==> src/scan_motor_pkg.sv <==
// Constants shared by the scan stepper configuration block and its sequencer.
// Assumes an 8-bit register address space with byte-wide registers.
package scan_motor_pkg;
  localparam logic [7:0] LINE_SKIP_COUNT_OFS = 8'h44;
  localparam logic [7:0] MOTOR_DRIVE_CONFIG_OFS = 8'h45;
  localparam logic [7:0] SCAN_STEP_PERIOD_HIGH_OFS = 8'h46;
  localparam logic [7:0] SCAN_STEP_PERIOD_LOW_OFS = 8'h47;

  localparam logic [7:0] LINE_SKIP_COUNT_RST = 8'h00;
  localparam logic [7:0] MOTOR_DRIVE_CONFIG_RST = 8'h00;
  localparam logic [7:0] SCAN_STEP_PERIOD_HIGH_RST = 8'h00;
  localparam logic [7:0] SCAN_STEP_PERIOD_LOW_RST = 8'h02;

  localparam int CFG_MICROSTEP_BIT = 0;
  localparam int CFG_DUAL_SENSE_BIT = 1;
  localparam int CFG_POL_A_BIT = 2;
  localparam int CFG_POL_B_BIT = 3;
  localparam int CFG_DRIVE_EN_BIT = 4;
  localparam int CFG_SKIP_PHASE_BIT = 5;

  localparam logic [8:0] LINES_PER_GROUP = 9'h100;
  localparam logic [15:0] MIN_STEP_PERIOD = 16'h0002;
  localparam int MICROSTEPS_PER_FULL = 8;

  // Winding order in a nibble: {A, B, A_n, B_n}
  typedef enum logic [1:0] {
    PH_AB = 2'b00,
    PH_BAN = 2'b01,
    PH_ANBN = 2'b11,
    PH_BNA = 2'b10
  } step_phase_t;
endpackage

==> src/step_sequencer.sv <==
// Two-phase full-step sequencer driving the four winding outputs.
// Assumes advance is a one-cycle pulse on sys_clk.
`timescale 1ns/1ns
`default_nettype none
module step_sequencer (
  input wire logic sys_clk,
  input wire logic reset,
  input wire logic advance,
  input wire logic polA,
  input wire logic polB,
  input wire logic driveEnable,
  output logic [3:0] winding,
  output logic [3:0] windingOe
);
  typedef struct packed {
    scan_motor_pkg::step_phase_t phase;
    logic [3:0] winding;
    logic [3:0] windingOe;
  } seq_state_t;

  seq_state_t state_reg;
  seq_state_t state_next;

  function automatic logic [3:0] energized(input scan_motor_pkg::step_phase_t ph);
    case (ph)
      scan_motor_pkg::PH_AB: energized = 4'hC;
      scan_motor_pkg::PH_BAN: energized = 4'h6;
      scan_motor_pkg::PH_ANBN: energized = 4'h3;
      default: energized = 4'h9;
    endcase
  endfunction

  always_comb begin
    state_next = state_reg;
    if (advance) begin
      case (state_reg.phase)
        scan_motor_pkg::PH_AB: state_next.phase = scan_motor_pkg::PH_BAN;
        scan_motor_pkg::PH_BAN: state_next.phase = scan_motor_pkg::PH_ANBN;
        scan_motor_pkg::PH_ANBN: state_next.phase = scan_motor_pkg::PH_BNA;
        default: state_next.phase = scan_motor_pkg::PH_AB;
      endcase
    end
    // Polarity inverts the A pair and the B pair independently
    state_next.winding = energized(state_next.phase) ^ {polA, polB, polA, polB};
    state_next.windingOe = {4{driveEnable}};
  end

  always_ff @(posedge sys_clk or posedge reset) begin
    if (reset) begin
      state_reg <= '{phase: scan_motor_pkg::PH_AB, winding: 4'hC, windingOe: 4'h0};
    end else begin
      state_reg <= state_next;
    end
  end

  assign winding = state_reg.winding;
  assign windingOe = state_reg.windingOe;

  polarity_applied_a: assert property (@(posedge sys_clk) disable iff (reset)
    1'b1 |=> winding == (energized(state_reg.phase) ^ {polA, polB, polA, polB})
    || $changed(polA) || $changed(polB))
    else $error("Winding polarity does not match phase and polarity inputs");
  phase_advance_a: assert property (@(posedge sys_clk) disable iff (reset)
    advance |=> state_reg.phase != $past(state_reg.phase))
    else $error("Step phase did not advance on a step");
  phase_hold_a: assert property (@(posedge sys_clk) disable iff (reset)
    !advance |=> $stable(state_reg.phase))
    else $error("Step phase moved without a step");
  tristate_a: assert property (@(posedge sys_clk) disable iff (reset)
    !driveEnable |=> windingOe == 4'h0)
    else $error("Winding outputs driven while disabled");
  cover_full_cycle: cover property (@(posedge sys_clk) disable iff (reset)
    state_reg.phase == scan_motor_pkg::PH_BNA && advance);
endmodule
`default_nettype wire

==> src/scan_stepper_motor_config.sv <==
// Stepper configuration registers, scan microstep timebase and n-of-m line saving.
// Assumes register strobes, pixelTick, lineDone and groupStart are sys_clk pulses.
//
// Notes on behaviour
// - A nonzero line-skip value t keeps 256 minus t lines out of every group of m lines.
// - A line-skip value of zero keeps every line.
// - Config bit 0 chooses full steps (0) or microsteps (1).
// - Config bit 1 chooses one or two sensing phases, and microstepping needs two.
// - Config bits 2 and 3 invert the active level of the A pair and the B pair.
// - Config bit 4 releases all four winding outputs (0) or drives them (1).
// - Config bit 5 only drives the skipPhaseBlueFirst output (whether red or blue precedes green); the line saving here ignores it.
// - While scanning, one microstep is issued per programmed 16-bit pixel-period count.
`timescale 1ns/1ns
`default_nettype none
module scan_stepper_motor_config #(
  parameter int MICROSTEPS = scan_motor_pkg::MICROSTEPS_PER_FULL
) (
  input wire logic sys_clk,
  input wire logic reset,
  input wire logic [7:0] regAddr,
  input wire logic [7:0] regWrData,
  input wire logic regWrite,
  input wire logic regRead,
  output logic [7:0] regRdData,
  output logic regRdValid,
  input wire logic scanning,
  input wire logic pixelTick,
  input wire logic groupStart,
  input wire logic lineDone,
  output logic lineSave,
  output logic skipPhaseBlueFirst,
  output logic dualPhaseSense,
  output logic microStep,
  output logic [3:0] winding,
  output logic [3:0] windingOe
);
  typedef struct packed {
    logic [7:0] lineSkipCount;
    logic [7:0] motorDriveConfig;
    logic [7:0] periodHigh;
    logic [7:0] periodLow;
    logic [7:0] rdData;
    logic rdValid;
    logic [15:0] pixCount;
    logic microStep;
    logic fullStep;
    logic [$clog2(MICROSTEPS)-1:0] microIndex;
    logic [8:0] keptCount;
    logic lineSave;
  } cfg_state_t;

  cfg_state_t state_reg;
  cfg_state_t state_next;
  logic microMode;
  logic [15:0] stepPeriod;
  logic [8:0] keepLimit;

  function automatic logic [7:0] readMux(input cfg_state_t s, input logic [7:0] addr);
    case (addr)
      scan_motor_pkg::LINE_SKIP_COUNT_OFS: readMux = s.lineSkipCount;
      scan_motor_pkg::MOTOR_DRIVE_CONFIG_OFS: readMux = s.motorDriveConfig;
      scan_motor_pkg::SCAN_STEP_PERIOD_HIGH_OFS: readMux = s.periodHigh;
      scan_motor_pkg::SCAN_STEP_PERIOD_LOW_OFS: readMux = s.periodLow;
      default: readMux = 8'h00;
    endcase
  endfunction

  // Microstepping only takes effect with both sensing phases present
  assign microMode = state_reg.motorDriveConfig[scan_motor_pkg::CFG_MICROSTEP_BIT]
    & state_reg.motorDriveConfig[scan_motor_pkg::CFG_DUAL_SENSE_BIT];
  assign stepPeriod = {state_reg.periodHigh, state_reg.periodLow};
  assign keepLimit = scan_motor_pkg::LINES_PER_GROUP - {1'b0, state_reg.lineSkipCount};

  always_comb begin
    state_next = state_reg;
    state_next.rdValid = regRead;
    state_next.microStep = 1'b0;
    state_next.fullStep = 1'b0;
    state_next.lineSave = 1'b0;
    if (regRead) begin
      state_next.rdData = readMux(state_reg, regAddr);
    end
    if (regWrite) begin
      case (regAddr)
        scan_motor_pkg::LINE_SKIP_COUNT_OFS: state_next.lineSkipCount = regWrData;
        scan_motor_pkg::MOTOR_DRIVE_CONFIG_OFS: state_next.motorDriveConfig = regWrData;
        scan_motor_pkg::SCAN_STEP_PERIOD_HIGH_OFS: state_next.periodHigh = regWrData;
        scan_motor_pkg::SCAN_STEP_PERIOD_LOW_OFS: state_next.periodLow = regWrData;
        default: ;
      endcase
    end
    // A period below two is outside what software may program, so no guard here
    if (!scanning) begin
      state_next.pixCount = 16'h0000;
    end else if (pixelTick) begin
      if (state_reg.pixCount + 16'h0001 >= stepPeriod) begin
        state_next.pixCount = 16'h0000;
        state_next.microStep = 1'b1;
        if (!microMode || state_reg.microIndex == ($clog2(MICROSTEPS))'(MICROSTEPS - 1)) begin
          state_next.microIndex = '0;
          state_next.fullStep = 1'b1;
        end else begin
          state_next.microIndex = state_reg.microIndex + 1'b1;
        end
      end else begin
        state_next.pixCount = state_reg.pixCount + 16'h0001;
      end
    end
    if (groupStart) begin
      state_next.keptCount = 9'h000;
    end
    if (lineDone) begin
      if (state_reg.lineSkipCount == 8'h00) begin
        state_next.lineSave = 1'b1;
      end else if (!groupStart && state_reg.keptCount < keepLimit) begin
        state_next.lineSave = 1'b1;
        state_next.keptCount = state_reg.keptCount + 9'h001;
      end else if (groupStart) begin
        state_next.lineSave = 1'b1;
        state_next.keptCount = 9'h001;
      end
    end
  end

  always_ff @(posedge sys_clk or posedge reset) begin
    if (reset) begin
      state_reg <= '0;
      state_reg.lineSkipCount <= scan_motor_pkg::LINE_SKIP_COUNT_RST;
      state_reg.motorDriveConfig <= scan_motor_pkg::MOTOR_DRIVE_CONFIG_RST;
      state_reg.periodHigh <= scan_motor_pkg::SCAN_STEP_PERIOD_HIGH_RST;
      state_reg.periodLow <= scan_motor_pkg::SCAN_STEP_PERIOD_LOW_RST;
    end else begin
      state_reg <= state_next;
    end
  end

  step_sequencer u_seq (
    .sys_clk(sys_clk),
    .reset(reset),
    .advance(state_reg.fullStep),
    .polA(state_reg.motorDriveConfig[scan_motor_pkg::CFG_POL_A_BIT]),
    .polB(state_reg.motorDriveConfig[scan_motor_pkg::CFG_POL_B_BIT]),
    .driveEnable(state_reg.motorDriveConfig[scan_motor_pkg::CFG_DRIVE_EN_BIT]),
    .winding(winding),
    .windingOe(windingOe)
  );

  assign regRdData = state_reg.rdData;
  assign regRdValid = state_reg.rdValid;
  assign lineSave = state_reg.lineSave;
  assign skipPhaseBlueFirst = state_reg.motorDriveConfig[scan_motor_pkg::CFG_SKIP_PHASE_BIT];
  assign dualPhaseSense = state_reg.motorDriveConfig[scan_motor_pkg::CFG_DUAL_SENSE_BIT];
  assign microStep = state_reg.microStep;

  keep_all_a: assert property (@(posedge sys_clk) disable iff (reset)
    lineDone && state_reg.lineSkipCount == 8'h00 |=> lineSave)
    else $error("Line dropped while line skipping is bypassed");
  keep_limit_a: assert property (@(posedge sys_clk) disable iff (reset)
    state_reg.lineSkipCount != 8'h00 && !groupStart |-> state_reg.keptCount <= keepLimit)
    else $error("More lines kept than 256 minus t in a group");
  keep_quota_a: assert property (@(posedge sys_clk) disable iff (reset)
    lineDone && !groupStart && state_reg.lineSkipCount != 8'h00
    && state_reg.keptCount < keepLimit |=> lineSave)
    else $error("Line dropped before the group quota was reached");
  step_spacing_a: assert property (@(posedge sys_clk) disable iff (reset)
    scanning && pixelTick && stepPeriod >= scan_motor_pkg::MIN_STEP_PERIOD
    && state_reg.pixCount + 16'h0001 == stepPeriod |=> microStep)
    else $error("Microstep missing at the programmed period");
  no_idle_step_a: assert property (@(posedge sys_clk) disable iff (reset)
    !scanning |=> !microStep)
    else $error("Microstep issued while not scanning");
  full_mode_a: assert property (@(posedge sys_clk) disable iff (reset)
    !microMode && microStep |=> winding != $past(winding))
    else $error("Full-step mode issued a step without a phase change");
  read_back_a: assert property (@(posedge sys_clk) disable iff (reset)
    regRead && !regWrite && regAddr == scan_motor_pkg::MOTOR_DRIVE_CONFIG_OFS
    |=> regRdValid && regRdData == $past(state_reg.motorDriveConfig))
    else $error("Motor configuration read back wrong");
  // Register writes must reach the logic they steer on the very next edge
  period_high_a: assert property (@(posedge sys_clk) disable iff (reset)
    regWrite && regAddr == scan_motor_pkg::SCAN_STEP_PERIOD_HIGH_OFS
    |=> stepPeriod[15:8] == $past(regWrData))
    else $error("Step period high byte not stored");
  period_low_a: assert property (@(posedge sys_clk) disable iff (reset)
    regWrite && regAddr == scan_motor_pkg::SCAN_STEP_PERIOD_LOW_OFS
    |=> stepPeriod[7:0] == $past(regWrData))
    else $error("Step period low byte not stored");
  blue_first_a: assert property (@(posedge sys_clk) disable iff (reset)
    regWrite && regAddr == scan_motor_pkg::MOTOR_DRIVE_CONFIG_OFS
    |=> skipPhaseBlueFirst == $past(regWrData[scan_motor_pkg::CFG_SKIP_PHASE_BIT]))
    else $error("Colour order output does not follow the configuration");
  sense_phase_a: assert property (@(posedge sys_clk) disable iff (reset)
    regWrite && regAddr == scan_motor_pkg::MOTOR_DRIVE_CONFIG_OFS
    |=> dualPhaseSense == $past(regWrData[scan_motor_pkg::CFG_DUAL_SENSE_BIT]))
    else $error("Sensing phase output does not follow the configuration");
  // The sequencer registers its enable once more, so the pins follow two edges later
  drive_enable_a: assert property (@(posedge sys_clk) disable iff (reset)
    regWrite && regAddr == scan_motor_pkg::MOTOR_DRIVE_CONFIG_OFS
    |=> ##1 windingOe == {4{$past(regWrData[scan_motor_pkg::CFG_DRIVE_EN_BIT], 2)}})
    else $error("Winding output enable does not follow the configuration");
  // A configuration write one cycle earlier may legally move the windings
  micro_hold_a: assert property (@(posedge sys_clk) disable iff (reset)
    microMode && microStep && state_reg.microIndex != '0 && !$past(regWrite)
    |=> $stable(winding))
    else $error("Windings moved on an intermediate microstep");
  line_drop_a: assert property (@(posedge sys_clk) disable iff (reset)
    lineDone && !groupStart && state_reg.lineSkipCount != 8'h00
    && state_reg.keptCount >= keepLimit |=> !lineSave)
    else $error("Line kept after the group quota was used up");
  step_gap_a: assert property (@(posedge sys_clk) disable iff (reset)
    microStep && stepPeriod >= scan_motor_pkg::MIN_STEP_PERIOD |=> !microStep)
    else $error("Two microsteps in a row at a legal period");
  pix_idle_a: assert property (@(posedge sys_clk) disable iff (reset)
    !scanning |=> state_reg.pixCount == 16'h0000)
    else $error("Pixel-period count kept running while not scanning");
  cover_skip: cover property (@(posedge sys_clk) disable iff (reset)
    lineDone && state_reg.lineSkipCount != 8'h00 ##1 !lineSave);
  cover_micro: cover property (@(posedge sys_clk) disable iff (reset)
    microMode && microStep && !state_reg.fullStep);
  cover_drive: cover property (@(posedge sys_clk) disable iff (reset) windingOe == 4'hF);
  cover_group_restart: cover property (@(posedge sys_clk) disable iff (reset)
    lineDone && groupStart && state_reg.lineSkipCount != 8'h00);
endmodule
`default_nettype wire

==> config.mk <==
export PLATFORM = sky130hd
export DESIGN_NAME = scan_stepper_motor_config
export DESIGN_NICKNAME = d
export VERILOG_FILES = /design/src/scan_motor_pkg.sv /design/src/step_sequencer.sv /design/src/scan_stepper_motor_config.sv
export SDC_FILE = /design/constraint.sdc
export NUM_CORES = 1
export LEC_CHECK = 0
export ABC_AREA = 0
export BUFFER_PORTS_ARGS = -buffer_cell sky130_fd_sc_hd__clkbuf_2
export CORE_AREA = 2 2 104 106
export CTS_BUF_LIST = sky130_fd_sc_hd__clkbuf_8
export CTS_CLUSTER_SIZE = 12
export DETAILED_ROUTE_END_ITERATION = 16
export DIE_AREA = 0 0 106 108
export SETUP_SLACK_MARGIN = 0.02
export SYNTH_ARGS = -nofsm -noshare
export SYNTH_HDL_FRONTEND = slang
export SYNTH_SLANG_ARGS = --single-unit
==> constraint.sdc <==
create_clock -name sys_clk -period 3.7 [get_ports sys_clk]
set_input_delay 0.37 -clock sys_clk [delete_from_list [all_inputs] [get_ports sys_clk]]
set_output_delay 0.37 -clock sys_clk [all_outputs]
set_load 0.01 [all_outputs]
* Word level (Yosys, flattened, before mapping) *
Cells that the tools add are included.
Widths: inputs -> output; s select.

storage, ports and cells
  register bits = 79
  bits of input ports = 24
  output and inout port bits = 21
  logic and storage cells = 62

cells by class
  add/sub/neg operators = 4
  order comparisons = 2
  equality and inequality tests = 10
  muxes and demuxes = 17
  bitwise logic cells = 2
  reductions and logical operators = 12

operators with widths
  operator               number
  $eq 8x7->1 const B     4
  $mux 16                2
  $pmux 8 s4             1
  $mux 10                3
  $mux 21                1
  $mux 9                 2
  $add 16x1->16 const B  1
  $ge 16x16->1           1
  $pmux 4 s3             1
  $mux 5                 2
  $add 9x1->9 const B    1
  $lt 9x9->1             1
  $sub 9x8->9 const A    1
  $logic_not 8->1        1
  $reduce_and 2->1       4
  $pmux 2 s3             1
  $eq 2x1->1 const B     2
  $eq 2x2->1 const B     2
  $logic_not 2->1        2
  $xor 4x4->4            1
  $add 3x1->3 const B    1
  $eq 3x3->1 const B     1
  $mux 3                 1
  $reduce_and 3->1       1
  other kinds (7)        9

* Depth between registers and ports, before layout *
Gate-level depths: netlist (run 1).

  word-level depth = 7
  depth in mapped cells = 14
  gate-level depth less buffers = 13

* Modules after synthesis *
Synthesis (run 1) repeated with hierarchy kept, for this count alone.

second synthesis, totals
  cells, all modules = 427
  area, all modules = 4,506.8 µm²

by module, submodules not included
  module                     times used  cells each  area an instance (µm²)  sequential area each (µm²)
  scan_stepper_motor_config  1           403         4,209.0                 1,803.0
  step_sequencer             1           24          297.8                   177.7

* Worst setup path after synthesis (run 1) *
No wires, ideal clock.

  path kind = reg2reg
  start = reg state_reg[15] (netlist bit)
  end = reg state_reg[10] (netlist bit)
  library setup time = 0.128 ns
  arrival time = 2.747 ns
  data required time = 3.572 ns
  setup slack = 0.825 ns
  stages on the path, launching flop included = 13
  buffers on the path = 0
  period minus slack after synthesis = 2.875 ns
  cells stage by stage = dfrtp_1 > ha_1 > nand3_1 > nor2_1 > nand4_1 > xnor2_1 > ha_1 > nand4_1 > nor3_1 > o2111ai_1 > and3_1 > nor2_4 > mux2_1

on the way
  cells in the longest elaborated chain, start to end = 3

ends and longest elaborated chain
  item                               RTL line                          RTL
  from (decl)                        scan_stepper_motor_config.sv:52   cfg_state_t state_reg;
  from (signal assigned)             scan_stepper_motor_config.sv:133  state_reg <= state_next;
  $add 16x1->16                      scan_stepper_motor_config.sv:96   if (state_reg.pixCount + 16'h0001 >= stepPeriod) begin
  $ge 16x16->1                       scan_stepper_motor_config.sv:96
  $reduce_and 3->1 (no source line)  n/a

Every way passes these cells.
A chain may end at the register's enable or synchronous reset.

* Final worst setup path (run 1) *
  start = reg state_reg[17] (netlist bit)
  end = reg state_reg[26] (netlist bit)

on the way
  cells in the longest elaborated chain, start to end = 5

ends and longest elaborated chain
  item             RTL line                                                           RTL
  $add 16x1->16 *  scan_stepper_motor_config.sv:96, scan_stepper_motor_config.sv:106
  $ge 16x16->1     scan_stepper_motor_config.sv:96
  $mux 16 *        scan_stepper_motor_config.sv:96
  $mux 21 *        scan_stepper_motor_config.sv:95                                    end else if (pixelTick) begin
  $mux 16 *        scan_stepper_motor_config.sv:93                                    if (!scanning) begin

Mark *: on every way between the ends. The rest lies on a longest branch, timed or not. The select of a mux whose other input is x is not followed.

==> summary.log, run 1 <==
qor: status.outcome finished clean
qor: die.initial_core_util 44.7%
qor: pwr.power-per-cell-area 394 mW/mm2
qor: worst_setup_path.r2r_slack 0.40 ns
qor: route.post_drt_wl_per_cell 16.4 um
qor: global_routing.grt_first_pass_wirelength 16,600 um
qor: pwr.irDropWorstVdd 0.215 mV
qor: finish.drive_gt1_share 24.9%
qor: logic_synthesis.synth-edff-count 0
qor: route.met2WireLength 4470 um
qor: die.die_footprint 0.0114 mm2
qor: timing.timing.slew.headroom 27.3%
qor: route.via_per_inst 5.46
qor: global_routing.all_layer_global_routing_usage 18.9%
qor: route.detail_route.wirelength 9850 um
qor: logic_synthesis.yosys_warnings 0
qor: timing.period_share 89.2%
qor: finish.antennaDiodeCount 0
qor: clocking.cts-root-to-sink-buffers 2
qor: route.detailroute.wirelength.met3 423 um
qor: logic_synthesis.synth_area_per_cell 10.7 um2
qor: die.pin_count 45
qor: pwr.leakagePower 0.00244 uW
qor: timing.worst-slew-pin-transition 1.09 ns
qor: logic_synthesis.synth.area.top_cells sky130_fd_sc_hd__dfrtp_1, sky130_fd_sc_hd__ha_1, sky130_fd_sc_hd__mux2_2, sky130_fd_sc_hd__inv_1, sky130_fd_sc_hd__mux2_4
qor: logic_synthesis.synthCells 428
qor: worst_setup_path.reg2reg_capture_point state_reg[26]
qor: logic_synthesis.synth_nets 481
qor: worst_setup_path.worst-path-max-fanout 8
qor: run.max_cap_viol_count 0
qor: route.firstDrtPassIters 4
qor: die.fp.dieW 106 um
qor: route.detail_route.wirelength.met1 4740 um
qor: place.dp_slack 0.266 ns
qor: worst_setup_path.cp_data_arrival_time 3.59 ns
qor: route.dr.first_iter.drc_count 112
qor: global_routing.globalRouteOverflowTotal 0
qor: clocking.cts_sinks 79
qor: hold_path.timing.hold.worst.class input port to asynchronous set/reset pin
qor: logic_synthesis.synthArstFlopShare 100%
qor: logic_synthesis.synthDominantCellAreaShare 41.6%
qor: clocking.clk_latency 0.36 ns
qor: route.vias 3,280
qor: timing.layout_setup_ws 0.401 ns
qor: clocking.post_cts.repair.setup_buffers 0
qor: worst_setup_path.cell_depth_of_the_worst_flop_to_flop_path 12
qor: clocking.cts.reportedPaths.clkPinSlew 0.08 ns
qor: timing.hold_viol_final 0
qor: timing.final_max_slew_viol_count 0
qor: logic_synthesis.synth.yosys.seq_area_share 43.3%
qor: global_routing.grt_antenna_before_repair 0
qor: logic_synthesis.mappedNetlistArea 0.00457 mm2
qor: worst_setup_path.timing_worst_setup_path_type flop to flop
qor: place.dpl.hpwl 7400 um
qor: die.number_of_standard_cell_rows_in_the_floorplan 37
qor: die.die_height 108 um
qor: logic_synthesis.netlist.top_cell.by_area sky130_fd_sc_hd__dfrtp_1
qor: pwr.p_total 1970 uW
qor: timing.clock_skew 0.00849 ns
qor: global_routing.first_global_vias 3,271
qor: finish.largest_register_ffs 59
qor: clocking.cts_tree built
qor: timing.timing.fmax 303 MHz
qor: worst_setup_path.setup.worst_path.end_class flop
qor: global_routing.maximum_number_of_pins_on_one_net_before_global_route_repair 58
qor: route.route.detailed.drc 0
qor: place.gp_routability_congestion 0.812
qor: worst_setup_path.worstSetupStartpointType flop
qor: logic_synthesis.ys_seq_elements 79
qor: clocking.tritoncts.num_buffers 9
qor: worst_setup_path.required_time_of_the_critical_path 3.99 ns
qor: place.dpl_cell_area 0.00481 mm2
qor: route.route.antenna.remaining_nets 0
qor: timing.setup-tns-final 0 ns
qor: timing.setup_viol 0
qor: logic_synthesis.synth_cell_types 59
qor: route.highest-signal-layer met4
qor: logic_synthesis.ys_dominant_reg_cell sky130_fd_sc_hd__dfrtp_1
qor: finish.final_area 0.00499 mm2
qor: clocking.cts_root_buf sky130_fd_sc_hd__clkbuf_8
qor: die.core_area 0.0102 mm2
qor: finish.layout.nets 513
qor: clocking.cts-htree-levels 3
qor: finish.area_delta_synth_final 9.16%
qor: worst_setup_path.worstReg2RegStart state_reg[17]
qor: timing.grt_setup_unrepaired no
qor: timing.post-route-min-period 3.30 ns
qor: place.numPortBuffers 44
[how the worst max path moves through the flow]
stage | start | end | cells past startpoint
2_1_floorplan | state_reg[15] | state_reg[10] | 12
3_3_place_gp | state_reg[15] | state_reg[10] | 12
3_5_place_dp | state_reg[15] | state_reg[18] | 12
4_1_cts | state_reg[15] | state_reg[18] | 12
5_1_grt | state_reg[17] | state_reg[26] | 12
6_report | state_reg[17] | state_reg[26] | 12
[power breakdown]
group | leakage [uW] | switching [uW] | internal [uW]
clock | 0.000103 | 319 | 302
combinational | 0.00127 | 212 | 143
sequential | 0.00106 | 50.5 | 940
total | 0.00244 | 581 | 1390
[cell usage after synthesis (2+ instances only)]
| cell type | count |
|---|---|
| sky130_fd_sc_hd__a22o_1 | 8 |
| sky130_fd_sc_hd__mux2_1 | 2 |
| sky130_fd_sc_hd__nor3_4 | 4 |
| sky130_fd_sc_hd__a211oi_1 | 2 |
| sky130_fd_sc_hd__dfrtp_1 | 76 |
| sky130_fd_sc_hd__mux2i_1 | 4 |
| sky130_fd_sc_hd__nand3_1 | 17 |
| sky130_fd_sc_hd__inv_1 | 38 |
| sky130_fd_sc_hd__nand2_1 | 33 |
| sky130_fd_sc_hd__buf_6 | 2 |
| sky130_fd_sc_hd__mux2_2 | 24 |
| sky130_fd_sc_hd__nand4_1 | 6 |
| sky130_fd_sc_hd__and3_1 | 3 |
| sky130_fd_sc_hd__or4_1 | 4 |
| sky130_fd_sc_hd__nor3_1 | 6 |
| sky130_fd_sc_hd__dfstp_2 | 3 |
| sky130_fd_sc_hd__o31ai_1 | 4 |
| sky130_fd_sc_hd__o21a_1 | 2 |
| sky130_fd_sc_hd__o22ai_1 | 2 |
| sky130_fd_sc_hd__a21o_1 | 5 |
| sky130_fd_sc_hd__nand2b_1 | 2 |
| sky130_fd_sc_hd__a31oi_1 | 13 |
| sky130_fd_sc_hd__a211o_1 | 2 |
| sky130_fd_sc_hd__nor2b_1 | 3 |
| sky130_fd_sc_hd__o21ai_0 | 4 |
| sky130_fd_sc_hd__nor4_4 | 2 |
| sky130_fd_sc_hd__nor2_1 | 21 |
| sky130_fd_sc_hd__o21ai_1 | 2 |
| sky130_fd_sc_hd__nand2_4 | 4 |
| sky130_fd_sc_hd__xnor2_1 | 10 |
| sky130_fd_sc_hd__mux2_4 | 9 |
| sky130_fd_sc_hd__xor2_1 | 7 |
| sky130_fd_sc_hd__clkbuf_1 | 4 |
| sky130_fd_sc_hd__a22oi_1 | 17 |
| sky130_fd_sc_hd__or3_1 | 2 |
| sky130_fd_sc_hd__a21oi_1 | 15 |
| sky130_fd_sc_hd__buf_4 | 16 |
| sky130_fd_sc_hd__ha_1 | 29 |
[cell usage in the layout (no fill, tap or decap), types with 3 or more instances in the layout]
cell | netlist | layout
sky130_fd_sc_hd__dfstp_2 | 3 | 3
sky130_fd_sc_hd__inv_1 | 38 | 40
sky130_fd_sc_hd__nor3_4 | 4 | 4
sky130_fd_sc_hd__dfrtp_1 | 76 | 76
sky130_fd_sc_hd__nor3_1 | 6 | 6
sky130_fd_sc_hd__ha_1 | 29 | 29
sky130_fd_sc_hd__xor2_1 | 7 | 7
sky130_fd_sc_hd__a31oi_1 | 13 | 13
sky130_fd_sc_hd__xnor2_1 | 10 | 10
sky130_fd_sc_hd__clkbuf_8 | 0 | 9
sky130_fd_sc_hd__a22o_1 | 8 | 8
sky130_fd_sc_hd__o31ai_1 | 4 | 4
sky130_fd_sc_hd__mux2_2 | 24 | 24
sky130_fd_sc_hd__a22oi_1 | 17 | 17
sky130_fd_sc_hd__clkbuf_2 | 0 | 44
sky130_fd_sc_hd__nor2b_1 | 3 | 3
sky130_fd_sc_hd__a21oi_1 | 15 | 15
sky130_fd_sc_hd__o21ai_0 | 4 | 4
sky130_fd_sc_hd__nand3_1 | 17 | 17
sky130_fd_sc_hd__clkinv_2 | 0 | 3
sky130_fd_sc_hd__nor2_1 | 21 | 20
sky130_fd_sc_hd__nand2_1 | 33 | 33
sky130_fd_sc_hd__a21o_1 | 5 | 5
sky130_fd_sc_hd__nand2_4 | 4 | 4
sky130_fd_sc_hd__nand4_1 | 6 | 6
sky130_fd_sc_hd__mux2i_1 | 4 | 4
sky130_fd_sc_hd__mux2_4 | 9 | 9
sky130_fd_sc_hd__or4_1 | 4 | 4
[metal layers]
metal	up-vias	GRT usage (%)
li1	1599	-
met1	1604	25.1
met2	64	29.5
met3	13	5.61
met4	0	6.77
met5	-	0
[per-stage QoR]
stage | cells | hold WS [ns] | util (%)
6_report | 601 | 0.200 | 48.8
3_5_place_dp | 585 | 0.395 | 47.0
3_3_place_gp | 585 | 0.389 | 47.0
5_1_grt | 601 | 0.268 | 48.8
4_1_cts | 601 | 0.224 | 48.8
2_1_floorplan | 428 | 0.369 | -
[area by class of cell]
cell class | instances | area (um2)
clock buffers | 9 | 124
inverters | 38 | 144
repair buffers | 45 | 228
fillers | 969 | 5240
flip-flops and latches | 79 | 1980
well taps | 136 | 170
clock inverters | 7 | 58.8
multi-input cells | 287 | 2290
[cells by family (layout without fill, tap and decap cells)]
group,Yosys count,in the layout,synth area share (%)
AND/OR/NAND/NOR,119,119,15.9
AO/OA/AOI/OAI,83,83,12.6
flip-flops,79,79,43.3
buffers and inverters,62,99,6.76
multiplexers,39,39,10.2
adder cells (fa/ha/maj),29,29,7.93
XOR/XNOR,17,17,3.25
[worst max-delay path, cell delays in order (launching register included)]
cell                        delay [ns]
sky130_fd_sc_hd__dfrtp_1          0.42
sky130_fd_sc_hd__nand3_1          0.19
sky130_fd_sc_hd__nor3_2           0.38
sky130_fd_sc_hd__inv_1            0.14
sky130_fd_sc_hd__nor3_1           0.19
sky130_fd_sc_hd__xor2_1           0.22
sky130_fd_sc_hd__ha_1             0.28
sky130_fd_sc_hd__a21oi_1          0.13
sky130_fd_sc_hd__o21ai_1          0.11
sky130_fd_sc_hd__a2111oi_2        0.46
sky130_fd_sc_hd__nand3_2          0.24
sky130_fd_sc_hd__or3_1            0.40
sky130_fd_sc_hd__nand3_1          0.08
[timing repair]
action                     in CTS  in global routing
setup endpoints to repair       0                  2
hold endpoints to repair        0                  0
hold buffers                    0                  0
resized for setup               0                  2
Power figures use the tool's default switching activity.
==> run 2: changes to the inputs <==
--- a/config.mk
+++ b/config.mk
@@ -12,6 +12,7 @@
 export CTS_CLUSTER_SIZE = 12
 export DETAILED_ROUTE_END_ITERATION = 16
 export DIE_AREA = 0 0 106 108
+export MAX_ROUTING_LAYER = met4
 export SETUP_SLACK_MARGIN = 0.02
 export SYNTH_ARGS = -nofsm -noshare
 export SYNTH_HDL_FRONTEND = slang
==> summary.log, run 2 (same netlist as run 1, synthesis figures left out) <==
qor: worst_setup_path.cell_depth_of_the_worst_flop_to_flop_path 12 [unchanged]
qor: run.max_cap_viol_count 0 [unchanged]
qor: clocking.clk_latency 0.36 ns [about the same]
qor: timing.setup_viol 0 [unchanged]
qor: clocking.cts-root-to-sink-buffers 2 [unchanged]
qor: die.initial_core_util 44.7% [unchanged]
qor: clocking.post_cts.repair.setup_buffers 0 [unchanged]
qor: timing.final_max_slew_viol_count 0 [unchanged]
qor: timing.setup-tns-final 0 ns [unchanged]
qor: finish.final_cell_mix sky130_fd_sc_hd__dfrtp_1, sky130_fd_sc_hd__clkbuf_2, sky130_fd_sc_hd__inv_1, sky130_fd_sc_hd__nand2_1, sky130_fd_sc_hd__ha_1 [unchanged]
qor: pwr.power-per-cell-area 415 mW/mm2 [was 394 mW/mm2]
qor: worst_setup_path.critical_path.slowest_cell sky130_fd_sc_hd__dfrtp_1 [was sky130_fd_sc_hd__a2111oi_2]
qor: timing.grt_setup_unrepaired no [unchanged]
qor: global_routing.all_layer_global_routing_usage 19.6% [was 18.9%]
qor: worst_setup_path.worst-path-stages 12 [unchanged]
qor: timing.hold_viol_final 0 [unchanged]
qor: route.via_per_inst 5.39 [was 5.46]
qor: place.gp_routability_congestion 0.802 [was 0.812]
qor: worst_setup_path.cp_slowest_stage_delay 0.43 ns [was 0.46 ns]
qor: worst_setup_path.cp_data_arrival_time 3.56 ns [was 3.59 ns]
qor: finish.stdcell_count 601 [unchanged]
qor: finish.fillers 974 [was 969]
qor: place.numPortBuffers 44 [unchanged]
qor: worst_setup_path.path_delay_family simple AND/OR/NAND/NOR gates [unchanged]
qor: finish.layout_commonest_cell sky130_fd_sc_hd__dfrtp_1 [unchanged]
qor: route.vias 3,241 [was 3,280]
qor: global_routing.first_global_vias 3,258 [was 3,271]
qor: place.dpl.hpwl 7410 um [was 7400 um]
qor: worst_setup_path.worst-path-max-fanout 6 [was 8]
qor: worst_setup_path.reg2reg_capture_point state_reg[10] [was state_reg[26]]
qor: worst_setup_path.worstReg2RegStart state_reg[15] [was state_reg[17]]
qor: clocking.post_cts_resize_count 0 [unchanged]
qor: finish.layout.nets 513 [unchanged]
qor: clocking.cts_hold_buffers 0 [unchanged]
qor: route.post_drt_wl_per_cell 16.5 um [was 16.4 um]
qor: worst_setup_path.cp_capture_point state_reg[10] [was state_reg[26]]
qor: finish.final_util 49.3% [was 48.8%]
qor: die.fp.dieW 106 um [unchanged]
qor: hold_path.timing.hold.worst.class input port to asynchronous set/reset pin [unchanged]
qor: worst_setup_path.setup.worst_path.end_class flop [unchanged]
qor: global_routing.globalRouteOverflowTotal 0 [unchanged]
qor: route.detail_route.wirelength 9910 um [was 9850 um]
qor: finish.area_delta_synth_final 10.3% [was 9.16%]
qor: worst_setup_path.cell_chain_of_the_critical_path ha_1, nand3_1, nor2_2, nand4_1, xnor2_1, ha_1, nand4_1, nor3_1, o2111ai_1, and3_1, nor2_4, mux2_1 [was nand3_1, nor3_2, inv_1, nor3_1, xor2_1, ha_1, a21oi_1, o21ai_1, a2111oi_2, nand3_2, or3_1, nand3_1]
qor: clocking.cts.reportedPaths.clkPinSlew 0.10 ns [was 0.08 ns]
qor: worst_setup_path.r2r_slack 0.39 ns [was 0.40 ns]
qor: timing.period_share 89.5% [was 89.2%]
qor: timing.clock_skew 0.0152 ns [was 0.00849 ns]
qor: die.die_height 108 um [unchanged]
qor: worst_setup_path.required_time_of_the_critical_path 3.95 ns [was 3.99 ns]
qor: die.pin_count 45 [unchanged]
qor: route.route.antenna.remaining_nets 0 [unchanged]
qor: timing.timing.slew.headroom 22.0% [was 27.3%]
qor: finish.drive_gt1_share 25.6% [was 24.9%]
qor: clocking.cts_sinks 79 [unchanged]
qor: global_routing.maximum_number_of_pins_on_one_net_before_global_route_repair 52 [was 58]
qor: route.firstDrtPassIters 4 [unchanged]
qor: clocking.cts-htree-levels 3 [unchanged]
qor: worst_setup_path.worstSetupStartpoint state_reg[15] [was state_reg[17]]
qor: timing.worst-slew-pin-transition 1.17 ns [was 1.09 ns]
qor: global_routing.grt_antenna_before_repair 0 [unchanged]
qor: pwr.irDropWorstVdd 0.182 mV [was 0.215 mV]
qor: pwr.leakagePower 0.00246 uW [was 0.00244 uW]
qor: die.core_area 0.0102 mm2 [unchanged]
qor: finish.antennaDiodeCount 0 [unchanged]
qor: die.die_footprint 0.0114 mm2 [unchanged]
qor: worst_setup_path.timing_worst_setup_path_type flop to flop [unchanged]
qor: die.number_of_standard_cell_rows_in_the_floorplan 37 [unchanged]
qor: worst_setup_path.worstSetupStartpointType flop [unchanged]
qor: route.route.detailed.drc 0 [unchanged]
qor: place.place.detailed.instances 585 [unchanged]
qor: finish.largest_register_ffs 59 [unchanged]
qor: clocking.tritoncts.num_buffers 9 [unchanged]
qor: clocking.cts_root_buf sky130_fd_sc_hd__clkbuf_8 [unchanged]
qor: status.outcome finished clean [unchanged]
qor: clocking.cts_tree built [unchanged]
qor: route.dr.first_iter.drc_count 139 [was 112]
qor: global_routing.grt_first_pass_wirelength 16,900 um [was 16,600 um]
qor: timing.timing.fmax 302 MHz [was 303 MHz]
qor: worst_setup_path.crit_buf_inv 0 [was 1]
qor: timing.post-route-min-period 3.31 ns [was 3.30 ns]
## run 2: cell count changes in the layout (fill, tap and decap cells not counted)
cell and delta:
sky130_fd_sc_hd__inv_1 -3, sky130_fd_sc_hd__bufinv_16 +1, sky130_fd_sc_hd__inv_6 +1, sky130_fd_sc_hd__nor3_4 +1, sky130_fd_sc_hd__clkinv_4 +2, sky130_fd_sc_hd__clkinv_2 -2, sky130_fd_sc_hd__inv_8 +1, sky130_fd_sc_hd__nor3_2 -1
## run 2: layout make-up
type | count | area (um2) | share of cell area, %
Multi-Input combinational cell | 287 | 2290 | 45.5
Inverter | 38 | 144 | 2.85
Sequential cell | 79 | 1980 | 39.3
Timing Repair Buffer | 45 | 228 | 4.51
Clock buffer | 9 | 124 | 2.45
Tap cell | 136 | 170 | 3.37
Clock inverter | 7 | 105 | 2.08
## run 2: per-stage QoR
stage / hold WS, ns / setup WS, ns / cell area, um2 / total power (uW)
global route: 0.228 / 0.0430 / 5050 / 2210
detailed placement: 0.399 / 0.295 / 4810 / 1370
floorplan: 0.369 / 0.825 / 4570 / 1290
global placement: 0.391 / 0.351 / 4810 / 1360
finish: 0.153 / 0.390 / 5050 / 2090
CTS: 0.183 / 0.281 / 5040 / 2120
## run 2: per-layer routing
| metal | GRT usage (%) | wire length, um | share of wire (%) |
|---|---|---|---|
| met5 | - | 0 | 0 |
| met1 | 26.5 | 4840 | 49 |
| met4 | 5.92 | 93 | 0.94 |
| met2 | 30.3 | 4640 | 47 |
| met3 | 3.56 | 333 | 3.4 |
## run 2: how the worst min path moves through the flow
stage / from / endpoint / cells past startpoint
after floorplan: state_reg[60] / u_seq.windingOe[0] / 0
after global placement: state_reg[60] / u_seq.windingOe[0] / 0
after detailed placement: state_reg[60] / u_seq.windingOe[0] / 0
after CTS: reset / state_reg[1] / 2
after global routing: reset / state_reg[22] / 2
final: reset / state_reg[25] / 2
## run 2: where the power goes
part / switching [uW] / total (uW) / internal [uW]
registers: 50.6 / 990 / 940
logic: 213 / 356 / 143
clock network: 357 / 746 / 389
## run 2: worst register-to-register path, stage by stage, from the launching register on
cell and delay, ns:
sky130_fd_sc_hd__dfrtp_1 0.43, sky130_fd_sc_hd__ha_1 0.22, sky130_fd_sc_hd__nand3_1 0.16, sky130_fd_sc_hd__nor2_2 0.27
sky130_fd_sc_hd__nand4_1 0.15, sky130_fd_sc_hd__xnor2_1 0.19, sky130_fd_sc_hd__ha_1 0.32, sky130_fd_sc_hd__nand4_1 0.13
sky130_fd_sc_hd__nor3_1 0.28, sky130_fd_sc_hd__o2111ai_1 0.26, sky130_fd_sc_hd__and3_1 0.32, sky130_fd_sc_hd__nor2_4 0.16
sky130_fd_sc_hd__mux2_1 0.33
==> run 3: changes to the inputs <==
--- a/config.mk
+++ b/config.mk
@@ -7,11 +7,11 @@
 export LEC_CHECK = 0
 export ABC_AREA = 0
 export BUFFER_PORTS_ARGS = -buffer_cell sky130_fd_sc_hd__clkbuf_2
-export CORE_AREA = 2 2 104 106
+export CORE_AREA = 2 2 146 77
 export CTS_BUF_LIST = sky130_fd_sc_hd__clkbuf_8
 export CTS_CLUSTER_SIZE = 12
 export DETAILED_ROUTE_END_ITERATION = 16
-export DIE_AREA = 0 0 106 108
+export DIE_AREA = 0 0 148 79
 export MAX_ROUTING_LAYER = met4
 export SETUP_SLACK_MARGIN = 0.02
 export SYNTH_ARGS = -nofsm -noshare
==> summary.log, run 3 (same netlist as run 1, synthesis figures left out) <==
qor: worst_setup_path.critical_path.slowest_cell sky130_fd_sc_hd__nor3_1 [was sky130_fd_sc_hd__dfrtp_1]
qor: worst_setup_path.cp_data_arrival_time 3.60 ns [was 3.56 ns]
qor: clocking.cts_root_buf sky130_fd_sc_hd__clkbuf_8 [unchanged]
qor: die.core_area 0.0105 mm2 [was 0.0102 mm2]
qor: run.max_cap_viol_count 0 [unchanged]
qor: global_routing.globalRouteOverflowTotal 0 [unchanged]
qor: route.detail_route.wirelength 10,900 um [was 9910 um]
qor: global_routing.grt_antenna_before_repair 0 [unchanged]
qor: route.route.detailed.drc 0 [unchanged]
qor: timing.hold_viol_final 0 [unchanged]
qor: die.die_footprint 0.0117 mm2 [was 0.0114 mm2]
qor: route.dr.first_iter.drc_count 274 [was 139]
qor: worst_setup_path.worst-path-max-fanout 5 [was 6]
qor: worst_setup_path.worstSetupStartpointType flop [unchanged]
qor: finish.fillers 991 [was 974]
qor: worst_setup_path.timing_worst_setup_path_type flop to flop [unchanged]
qor: timing.period_share 91.8% [was 89.5%]
qor: finish.layout.nets 516 [was 513]
qor: global_routing.all_layer_global_routing_usage 20.6% [was 19.6%]
qor: pwr.power.switching 608 uW [was 620 uW]
qor: global_routing.first_global_vias 3,211 [was 3,258]
qor: finish.area_delta_synth_final 10.5% [was 10.3%]
qor: die.initial_core_util 43.4% [was 44.7%]
qor: clocking.tritoncts.num_buffers 9 [unchanged]
qor: finish.sequential_cell_area 0.00198 mm2 [unchanged]
qor: status.outcome finished clean [unchanged]
qor: route.vias 3,413 [was 3,241]
qor: pwr.comb_power_share 18.8% [was 17.0%]
qor: die.die_height 79 um [was 108 um]
qor: finish.layout_commonest_cell sky130_fd_sc_hd__dfrtp_1 [unchanged]
qor: hold_path.timing.hold.worst.class input port to asynchronous set/reset pin [unchanged]
qor: route.route.antenna.remaining_nets 0 [unchanged]
qor: die.fp.dieW 148 um [was 106 um]
qor: clocking.cts-root-to-sink-buffers 2 [unchanged]
qor: place.gp_routability_congestion 0.935 [was 0.802]
qor: worst_setup_path.crit_buf_inv 0 [unchanged]
qor: worst_setup_path.critical_path.most_common_cell sky130_fd_sc_hd__nand3_1
qor: finish.multi_input_comb_area 0.00231 mm2 [was 0.00229 mm2]
qor: route.via_per_inst 5.57 [was 5.39]
qor: pwr.power_switching_share 30.3% [was 29.6%]
qor: timing.final_max_slew_viol_count 0 [unchanged]
qor: timing.setup-tns-final 0 ns [unchanged]
qor: worst_setup_path.path_delay_family simple AND/OR/NAND/NOR gates [unchanged]
qor: pwr.clock_power_share 31.7% [was 35.7%]
qor: timing.post-route-min-period 3.40 ns [was 3.31 ns]
qor: route.firstDrtPassIters 7 [was 4]
qor: timing.worst-slew-pin-transition 1.19 ns [was 1.17 ns]
qor: pwr.leakagePower 0.00247 uW [was 0.00246 uW]
qor: clocking.cts.reportedPaths.clkPinSlew 0.09 ns [was 0.10 ns]
qor: timing.setup_viol 0 [unchanged]
qor: worst_setup_path.setup.worst_path.end_class flop [unchanged]
qor: finish.final_area 0.00506 mm2 [was 0.00505 mm2]
qor: pwr.internal-power 1400 uW [was 1470 uW]
qor: clocking.cts-htree-levels 3 [unchanged]
qor: place.dpl.hpwl 8290 um [was 7410 um]
qor: timing.timing.slew.headroom 20.4% [was 22.0%]
qor: place.numPortBuffers 44 [unchanged]
qor: finish.final_util 48.0% [was 49.3%]
qor: timing.clock_skew 0.00934 ns [was 0.0152 ns]
qor: pwr.power-per-cell-area 396 mW/mm2 [was 415 mW/mm2]
qor: finish.final_cell_mix sky130_fd_sc_hd__dfrtp_1, sky130_fd_sc_hd__clkbuf_2, sky130_fd_sc_hd__inv_1, sky130_fd_sc_hd__nand2_1, sky130_fd_sc_hd__ha_1 [unchanged]
qor: timing.timing.fmax 294 MHz [was 302 MHz]
qor: die.pin_count 45 [unchanged]
qor: clocking.clk_latency 0.37 ns [was 0.36 ns]
qor: worst_setup_path.required_time_of_the_critical_path 3.90 ns [was 3.95 ns]
qor: global_routing.maximum_number_of_pins_on_one_net_before_global_route_repair 54 [was 52]
qor: place.dpl_cell_area 0.00482 mm2 [was 0.00481 mm2]
qor: pwr.power_frac_seq 49.5% [was 47.3%]
qor: route.post_drt_wl_per_cell 17.8 um [was 16.5 um]
qor: pwr.irDropWorstVdd 0.197 mV [was 0.182 mV]
qor: clocking.cts_sinks 79 [unchanged]
qor: timing.grt_setup_unrepaired no [unchanged]
qor: finish.largest_register_ffs 59 [unchanged]
qor: worst_setup_path.cp_slowest_stage_delay 0.49 ns [was 0.43 ns]
qor: clocking.cts_tree built [unchanged]
qor: finish.drive_gt1_share 26.3% [was 25.6%]
qor: worst_setup_path.cell_chain_of_the_critical_path nand3_1, nor3_4, nand3_1, nor2_1, xor2_1, ha_1, nand4_1, nor3_2, o2111ai_2, and3_1, nor3_1 [was ha_1, nand3_1, nor2_2, nand4_1, xnor2_1, ha_1, nand4_1, nor3_1, o2111ai_1, and3_1, nor2_4, mux2_1]
qor: die.number_of_standard_cell_rows_in_the_floorplan 27 [was 37]
qor: finish.antennaDiodeCount 0 [unchanged]
qor: global_routing.grt_first_pass_wirelength 17,600 um [was 16,900 um]
[run 3: metal layers]
metal | share of wire [%] | up-vias | GRT usage [%]
met5 | 0 | - | -
met4 | 0.88 | 0 | 5.14
met3 | 9.2 | 11 | 6.09
met2 | 36 | 126 | 24.3
met1 | 54 | 1685 | 32.7
li1 | - | 1591 | -
[run 3: cell type report]
cell class | instances | area share [%]
clock buffers | 9 | 2.45
clock inverters | 7 | 1.29
inverters | 38 | 2.85
multi-input cells | 287 | 45.7
flip-flops and latches | 79 | 39.2
well taps | 145 | 3.59
repair buffers | 48 | 4.95
[run 3: worst paths after layout]
path	to	slack, ns	startpoint	depth (start not counted)
worst max-delay path	state_reg[13]	0.30	state_reg[15]	11
max in group asynchronous	state_reg[41]	2.59	reset	3
worst min register to register	u_seq.windingOe[0]	0.41	state_reg[60]	0
worst min-delay path	state_reg[4]	0.16	reset	2
worst max register to register	state_reg[13]	0.30	state_reg[15]	11
min in group sys_clk	lineSave	0.26	lineDone	3
[run 3: worst reg2reg max path, delay by kind of cell (launching register included)]
kind,cells,cell delay (ns)
AND/OR/NAND/NOR,8,2.13
AO/OA/AOI/OAI,1,0.24
flip-flops,1,0.44
XOR/XNOR,1,0.24
adder cells (fa/ha/maj),1,0.18
[run 3: what timing repair did]
item	in CTS	in global routing
hold buffers	0	0
setup endpoints to repair	0	16
gates resized for setup	0	6
buffers inserted	0	3
[run 3: per-stage QoR]
| step | hold slack (ns) | setup WS (ns) | power, uW | instances |
|---|---|---|---|---|
| after detailed placement | 0.386 | 0.159 | 1370 | 594 |
| final | 0.161 | 0.302 | 2000 | 613 |
| after floorplan | 0.369 | 0.825 | 1290 | 428 |
| after global placement | 0.387 | 0.324 | 1360 | 594 |
| after global routing | 0.238 | 0.0133 | 2120 | 613 |
| after CTS | 0.184 | 0.145 | 2010 | 610 |
[run 3: power by group through the flow]
stage | sequential (uW) | combinational, uW | clock (uW)
6_report | 991 | 378 | 635
5_1_grt | 1000 | 424 | 696
4_1_cts | 991 | 368 | 655
3_5_place_dp | 1010 | 365 | 0
3_3_place_gp | 1000 | 357 | 0
2_1_floorplan | 994 | 298 | 0
